==> config.mk <==
export PLATFORM = sky130hd
export DESIGN_NAME = src_soft_reset_control
export DESIGN_NICKNAME = d
export VERILOG_FILES = /design/src/src_pkg.sv /design/src/src_soft_reset_control.sv
export SDC_FILE = /design/constraint.sdc
export NUM_CORES = 1
export LEC_CHECK = 0
export BUFFER_PORTS_ARGS = -buffer_cell sky130_fd_sc_hd__buf_4
export CAP_MARGIN = 20
export CELL_PAD_IN_SITES_DETAIL_PLACEMENT = 0
export CELL_PAD_IN_SITES_GLOBAL_PLACEMENT = 2
export CORE_MARGIN = 4
export CORE_UTILIZATION = 28
export DETAILED_ROUTE_END_ITERATION = 8
export PLACE_DENSITY = 0.9
export SLEW_MARGIN = 10
export SYNTH_ARGS = -nofsm -noshare
export SYNTH_HDL_FRONTEND = slang
export SYNTH_SLANG_ARGS = --single-unit
export TNS_END_PERCENT = 1
==> constraint.sdc <==
create_clock -name clk_i -period 3.8 [get_ports clk_i]
set_clock_uncertainty 0.1 [all_clocks]
set_input_delay 0.57 -clock clk_i [delete_from_list [all_inputs] [get_ports clk_i]]
set_output_delay 0.57 -clock clk_i [all_outputs]
set_load 0.005 [all_outputs]
==> src/src_pkg.sv <==
package src_pkg;
   // Register map: one word, decoded at the full 32-bit printed address
   localparam logic [31:0] SRC_CTRL_ADDR = 32'hd003_0018;
   localparam int SRC_ADDR_W = 32;
   localparam int SRC_DATA_W = 32;
   // Bit positions of the pulse-type controls
   localparam int SRC_GLOBAL_BIT = 31;
   localparam int SRC_EBI_BIT = 20;
   // Level-type bits: 0..19 and 21..30
   localparam logic [31:0] SRC_LEVEL_MASK = 32'h7fef_ffff;
   localparam logic [31:0] SRC_CTRL_RESET = 32'h0000_0000;
   // Length of the chip-wide reset pulse in cycles
   localparam logic [3:0] SRC_GLOBAL_PULSE_CYC = 4'h8;
   localparam logic [3:0] SRC_CNT_ZERO = 4'h0;
   localparam logic [3:0] SRC_CNT_ONE = 4'h1;

   // Classic Wishbone request bundle
   typedef struct packed {
      logic cyc;
      logic stb;
      logic we;
      logic [3:0] sel;
      logic [SRC_ADDR_W-1:0] adr;
      logic [SRC_DATA_W-1:0] dat;
   } src_wb_req_t;

   // Outputs toward the chip
   typedef struct packed {
      logic global_rst;
      logic ebi_rst;
      logic [31:0] periph_rst;
   } src_rst_out_t;

   // Slave states
   typedef enum logic [1:0] {
      SRC_IDLE = 2'b00,
      SRC_ACK = 2'b01
   } src_state_t;
endpackage

==> src/src_soft_reset_control.sv <==
`timescale 1ns/1ps
module src_soft_reset_control (
   input wire logic clk_i,
   input wire logic rst_i,
   input wire logic wb_cyc_i,
   input wire logic wb_stb_i,
   input wire logic wb_we_i,
   input wire logic [3:0] wb_sel_i,
   input wire logic [31:0] wb_adr_i,
   input wire logic [31:0] wb_dat_i,
   output logic [31:0] wb_dat_o,
   output logic wb_ack_o,
   output logic wb_err_o,
   output logic global_rst_o,
   output logic ebi_rst_o,
   output logic [31:0] periph_rst_o
);

   // Merge byte lanes of a write into an old value
   function automatic logic [31:0] src_merge(input logic [31:0] old_v,
                                             input logic [31:0] new_v,
                                             input logic [3:0] sel);
      logic [31:0] res;
      res = old_v;
      for (int i = 0; i < 4; i++) begin
         if (sel[i]) begin
            res[i*8 +: 8] = new_v[i*8 +: 8];
         end
      end
      return res;
   endfunction

   src_pkg::src_wb_req_t req;
   src_pkg::src_state_t state_r, state_nxt;
   logic [31:0] ctrl_r, ctrl_nxt;
   logic [31:0] rdat_r, rdat_nxt;
   logic ack_r, ack_nxt;
   logic err_r, err_nxt;
   logic [3:0] gcnt_r, gcnt_nxt;
   logic ebi_r, ebi_nxt;
   logic hit;
   logic wr_go;
   logic [31:0] wval;

   // Bundle the bus inputs
   assign req = '{cyc: wb_cyc_i, stb: wb_stb_i, we: wb_we_i, sel: wb_sel_i,
                  adr: wb_adr_i, dat: wb_dat_i};
   assign hit = (req.adr == src_pkg::SRC_CTRL_ADDR);
   // A write takes effect only at the acknowledging edge
   assign wr_go = (state_r == src_pkg::SRC_IDLE) && req.cyc && req.stb && req.we && hit;
   assign wval = src_merge(32'h0000_0000, req.dat, req.sel);

   // Bus slave and register next state; ack one cycle after request
   always_comb begin
      state_nxt = state_r;
      ctrl_nxt = ctrl_r;
      rdat_nxt = rdat_r;
      ack_nxt = 1'b0;
      err_nxt = 1'b0;
      gcnt_nxt = gcnt_r;
      ebi_nxt = 1'b0;
      case (state_r)
         src_pkg::SRC_IDLE: begin
            if (req.cyc && req.stb) begin
               state_nxt = src_pkg::SRC_ACK;
               ack_nxt = hit;
               err_nxt = !hit;
               rdat_nxt = hit ? (ctrl_r & src_pkg::SRC_LEVEL_MASK) : 32'h0000_0000;
               if (wr_go) begin
                  // Each level bit in a selected byte lane follows its own written value
                  ctrl_nxt = src_merge(ctrl_r, req.dat, req.sel)
                             & src_pkg::SRC_LEVEL_MASK;
                  if (wval[src_pkg::SRC_GLOBAL_BIT]) begin
                     gcnt_nxt = src_pkg::SRC_GLOBAL_PULSE_CYC;
                  end
                  ebi_nxt = wval[src_pkg::SRC_EBI_BIT];
               end
            end
         end
         src_pkg::SRC_ACK: begin
            // One idle cycle so the master can release the strobe
            state_nxt = src_pkg::SRC_IDLE;
         end
         default: begin
            state_nxt = src_pkg::SRC_IDLE;
         end
      endcase
      if (gcnt_r != src_pkg::SRC_CNT_ZERO) begin
         gcnt_nxt = gcnt_r - src_pkg::SRC_CNT_ONE;
      end
   end

   // Registers; the global pulse also feeds back to clear the block
   always_ff @(posedge clk_i) begin
      if (rst_i || global_rst_o) begin
         state_r <= src_pkg::SRC_IDLE;
         ctrl_r <= src_pkg::SRC_CTRL_RESET;
         rdat_r <= 32'h0000_0000;
         ack_r <= 1'b0;
         err_r <= 1'b0;
         ebi_r <= 1'b0;
      end else begin
         state_r <= state_nxt;
         ctrl_r <= ctrl_nxt;
         rdat_r <= rdat_nxt;
         ack_r <= ack_nxt;
         err_r <= err_nxt;
         ebi_r <= ebi_nxt;
      end
   end

   // Pulse counter survives its own pulse so the pulse runs its full length
   always_ff @(posedge clk_i) begin
      if (rst_i) begin
         gcnt_r <= src_pkg::SRC_CNT_ZERO;
      end else begin
         gcnt_r <= gcnt_nxt;
      end
   end

   // Reset outputs straight from flip-flops
   always_ff @(posedge clk_i) begin
      if (rst_i) begin
         global_rst_o <= 1'b0;
         ebi_rst_o <= 1'b0;
         periph_rst_o <= 32'h0000_0000;
      end else begin
         global_rst_o <= (gcnt_nxt != src_pkg::SRC_CNT_ZERO);
         ebi_rst_o <= ebi_nxt && !global_rst_o;
         // Software sets and clears each held reset; all of them are forced off one cycle behind the chip-wide pulse, for as long as it lasts
         periph_rst_o <= global_rst_o ? 32'h0000_0000 : ctrl_nxt;
      end
   end

   assign wb_dat_o = rdat_r;
   assign wb_ack_o = ack_r;
   assign wb_err_o = err_r;

endmodule

==> reports/qor.yml <==
hold_buffers: 0
relSlewSlack: 0.445
status: "finished clean"
grt_pass1_vias: 2941
dr.pass1.iters: 4
final_common_cell: "buf_4"
timing.rr.end: "ctrl_r[6]$_SDFFE_PP0P_"
seq_area_frac_synth: 0.456
dpl-instance-area_sq_mm: 0.00413
ant_nets: 0
holdCritPathClass: "reg2reg"
synthArstFlopShare: 0
synth_edf_count: 0
critical_path_required_ps: 3970
grt_usage: 0.150
rr_worst_depth: 4
report.final.setup_viol: 0
yosysUniqueCellTypes: 36
place.gp.congestion: 0.774
drc: 0
power.density_mw_per_mm2: 418
core-area_sq_mm: 0.0104
drtIter0Drc: 122
dp_hpwl_mm: 6.89
grt_pass1_wl_mm: 15.2
rsz0062_at_grt: "no"
grt_max_degree: 35
setup_ws_ps: 1650
tightestPinTransition_ps: 829
power.leakage_nw: 1.79
cap_violations: 0
fin_nets: 534
worstSetupPathType: "reg2reg"
min_to: "wb_dat_o[1]$_SDFFE_PP0P_"
slowest_stage: "and3b_1"
start_util: 0.291
wl_per_cell_um: 15.8
crit_arrival_ps: 2320
ioPinCount: 141
worstReg2RegStart: "state_r[0]$_SDFFE_PP0P_"
syn2layout_area_growth_pct: 44.4
cts.sinks: 69
finalPower_mw: 1.83
wl_mm: 9.47
synth_area_sq_mm: 0.00303
fmax_mhz: 465
cts_resized: 0
antenna_found_initial: 0
clock_latency_ps: 340
vias_per_cell: 4.75
min_path_cells: 2
path_cells: "and3b_1 > nand3_1 > nor3_4 > mux2i_1"
maxSlewViolCount: 0
htreeDepth: 3
hold_viol_final: 0
worstHoldStart: "wb_dat_o[1]$_SDFFE_PP0P_"
layout_common_cells: "140 x buf_4, 91 x nand2_1, 69 x dfxtp_1"
root_buffer: "clkbuf_8"
worst_setup_path_end_kind: "flip-flop"
vdd_drop_max_mv: 0.194
period_share: 0.566
ys_warn_count: 0
fin_setup_tns_ps: 0
cp_max_fo: 17
globalRouteOverflowTotal: 0
final_cells: 601
syn_inst: 336
num_rows: 37
path_clk_slew_ps: 80
ys_ff_latch: 69
finalCriticalPeriod_ps: 2150
vias: 2856
dieArea_sq_mm: 0.0125
die_h_um: 112
cts_max_path_buffers: 2
die_w_um: 112
dp_slack_ps: 1360
port_buffers: 136
post_cts_buffers: 0
r2r_setup_slack_ps: 1650
synth-main-ff-cell: "dfxtp_1"
finalInstanceArea_sq_mm: 0.00437
tritoncts: "done"
start_kind: "flip-flop"
slowest_delay_ps: 700
avgSynthCellArea_sq_um: 9.01
drive_above_1_share: 0.372
numPlacedInstances: 585
cts_made_buffers: 9
diodes: 0
## logic make-up after synthesis
family	after synthesis	synth area share
other	1	0.00124
AND/OR/NAND/NOR	163	0.322
adder cells (fa/ha/maj)	1	0.00413
flip-flops	69	0.456
multiplexers	30	0.0992
AO/OA/AOI/OAI	38	0.0670
buffers and inverters	34	0.0496
## cell usage after synthesis, drive strengths merged (2+ instances only)
library cell	number	area [sq um]
nor3	7	80.1
and2	2	12.5
mux2i	30	300
nand4b	2	32.5
nand2b	2	12.5
or2	2	12.5
dfxtp	69	1380
nand2	91	342
nor4	3	63.8
clkbuf	20	75.1
nand4	32	215
nand3	6	30.0
inv	4	15.0
nor2	4	15.0
buf	10	60.1
a21oi	33	165
nor4b	4	95.1
## metrics by stage
step,hold WS [ps],util
after floorplan,348,-
after global placement,340,0.397
after detailed placement,346,0.397
after CTS,340,0.420
after global routing,345,0.420
final,355,0.420
## worst max-delay path, delay by kind of cell, from the launching register on
| kind | cells | cell delay, ps |
|---|---|---|
| AND/OR/NAND/NOR | 3 | 1430 |
| flip-flops | 1 | 310 |
| multiplexers | 1 | 240 |
## worst max-delay path by stage
stage | start | end | cells past startpoint | slack (ps)
after floorplan | wb_adr_i[1] | gcnt_r[1]$_SDFF_PP0_ | 4 | 1760
after global placement | wb_cyc_i | ctrl_r[4]$_SDFFE_PP0P_ | 5 | 1400
after detailed placement | wb_cyc_i | ctrl_r[1]$_SDFFE_PP0P_ | 5 | 1360
after CTS | state_r[0]$_SDFFE_PP0P_ | ctrl_r[1]$_SDFFE_PP0P_ | 4 | 1660
after global routing | state_r[0]$_SDFFE_PP0P_ | ctrl_r[7]$_SDFFE_PP0P_ | 4 | 1510
final | state_r[0]$_SDFFE_PP0P_ | ctrl_r[6]$_SDFFE_PP0P_ | 4 | 1650
## layer usage
metal / global-route usage / wire length, um / part of all wire / up-vias
li1: - / - / - / 1415
met1: 0.182 / 4060 / 0.43 / 1325
met2: 0.244 / 4340 / 0.46 / 108
met3: 0.0745 / 984 / 0.10 / 8
met4: 0.0304 / 89 / 0.0094 / 0
met5: 0 / 0 / 0 / -
## state kept, by name (all words and copies together), names as in the netlist
signal and flops:
gcnt_r 4, global_rst_o 1, wb_err_o 1, wb_dat_o 30, ctrl_r 30, wb_ack_o 1, state_r 1, ebi_rst_o 1
## area by class of cell
type / instances / area (sq um)
Multi-Input combinational cell: 236 / 1510
Sequential cell: 69 / 1380
Tap cell: 136 / 170
Clock buffer: 10 / 128
Timing Repair Buffer: 140 / 1050
Inverter: 4 / 15.0
Clock inverter: 6 / 111
Fill cell: 1060 / 6050
## report_power, final
part / leakage, nW / internal (mW) / total, mW / switching [mW]
registers: 0.557 / 0.747 / 0.768 / 0.0209
logic: 1.12 / 0.139 / 0.340 / 0.201
clock network: 0.116 / 0.436 / 0.719 / 0.283
Note: power is estimated with default switching activity, not from simulation.
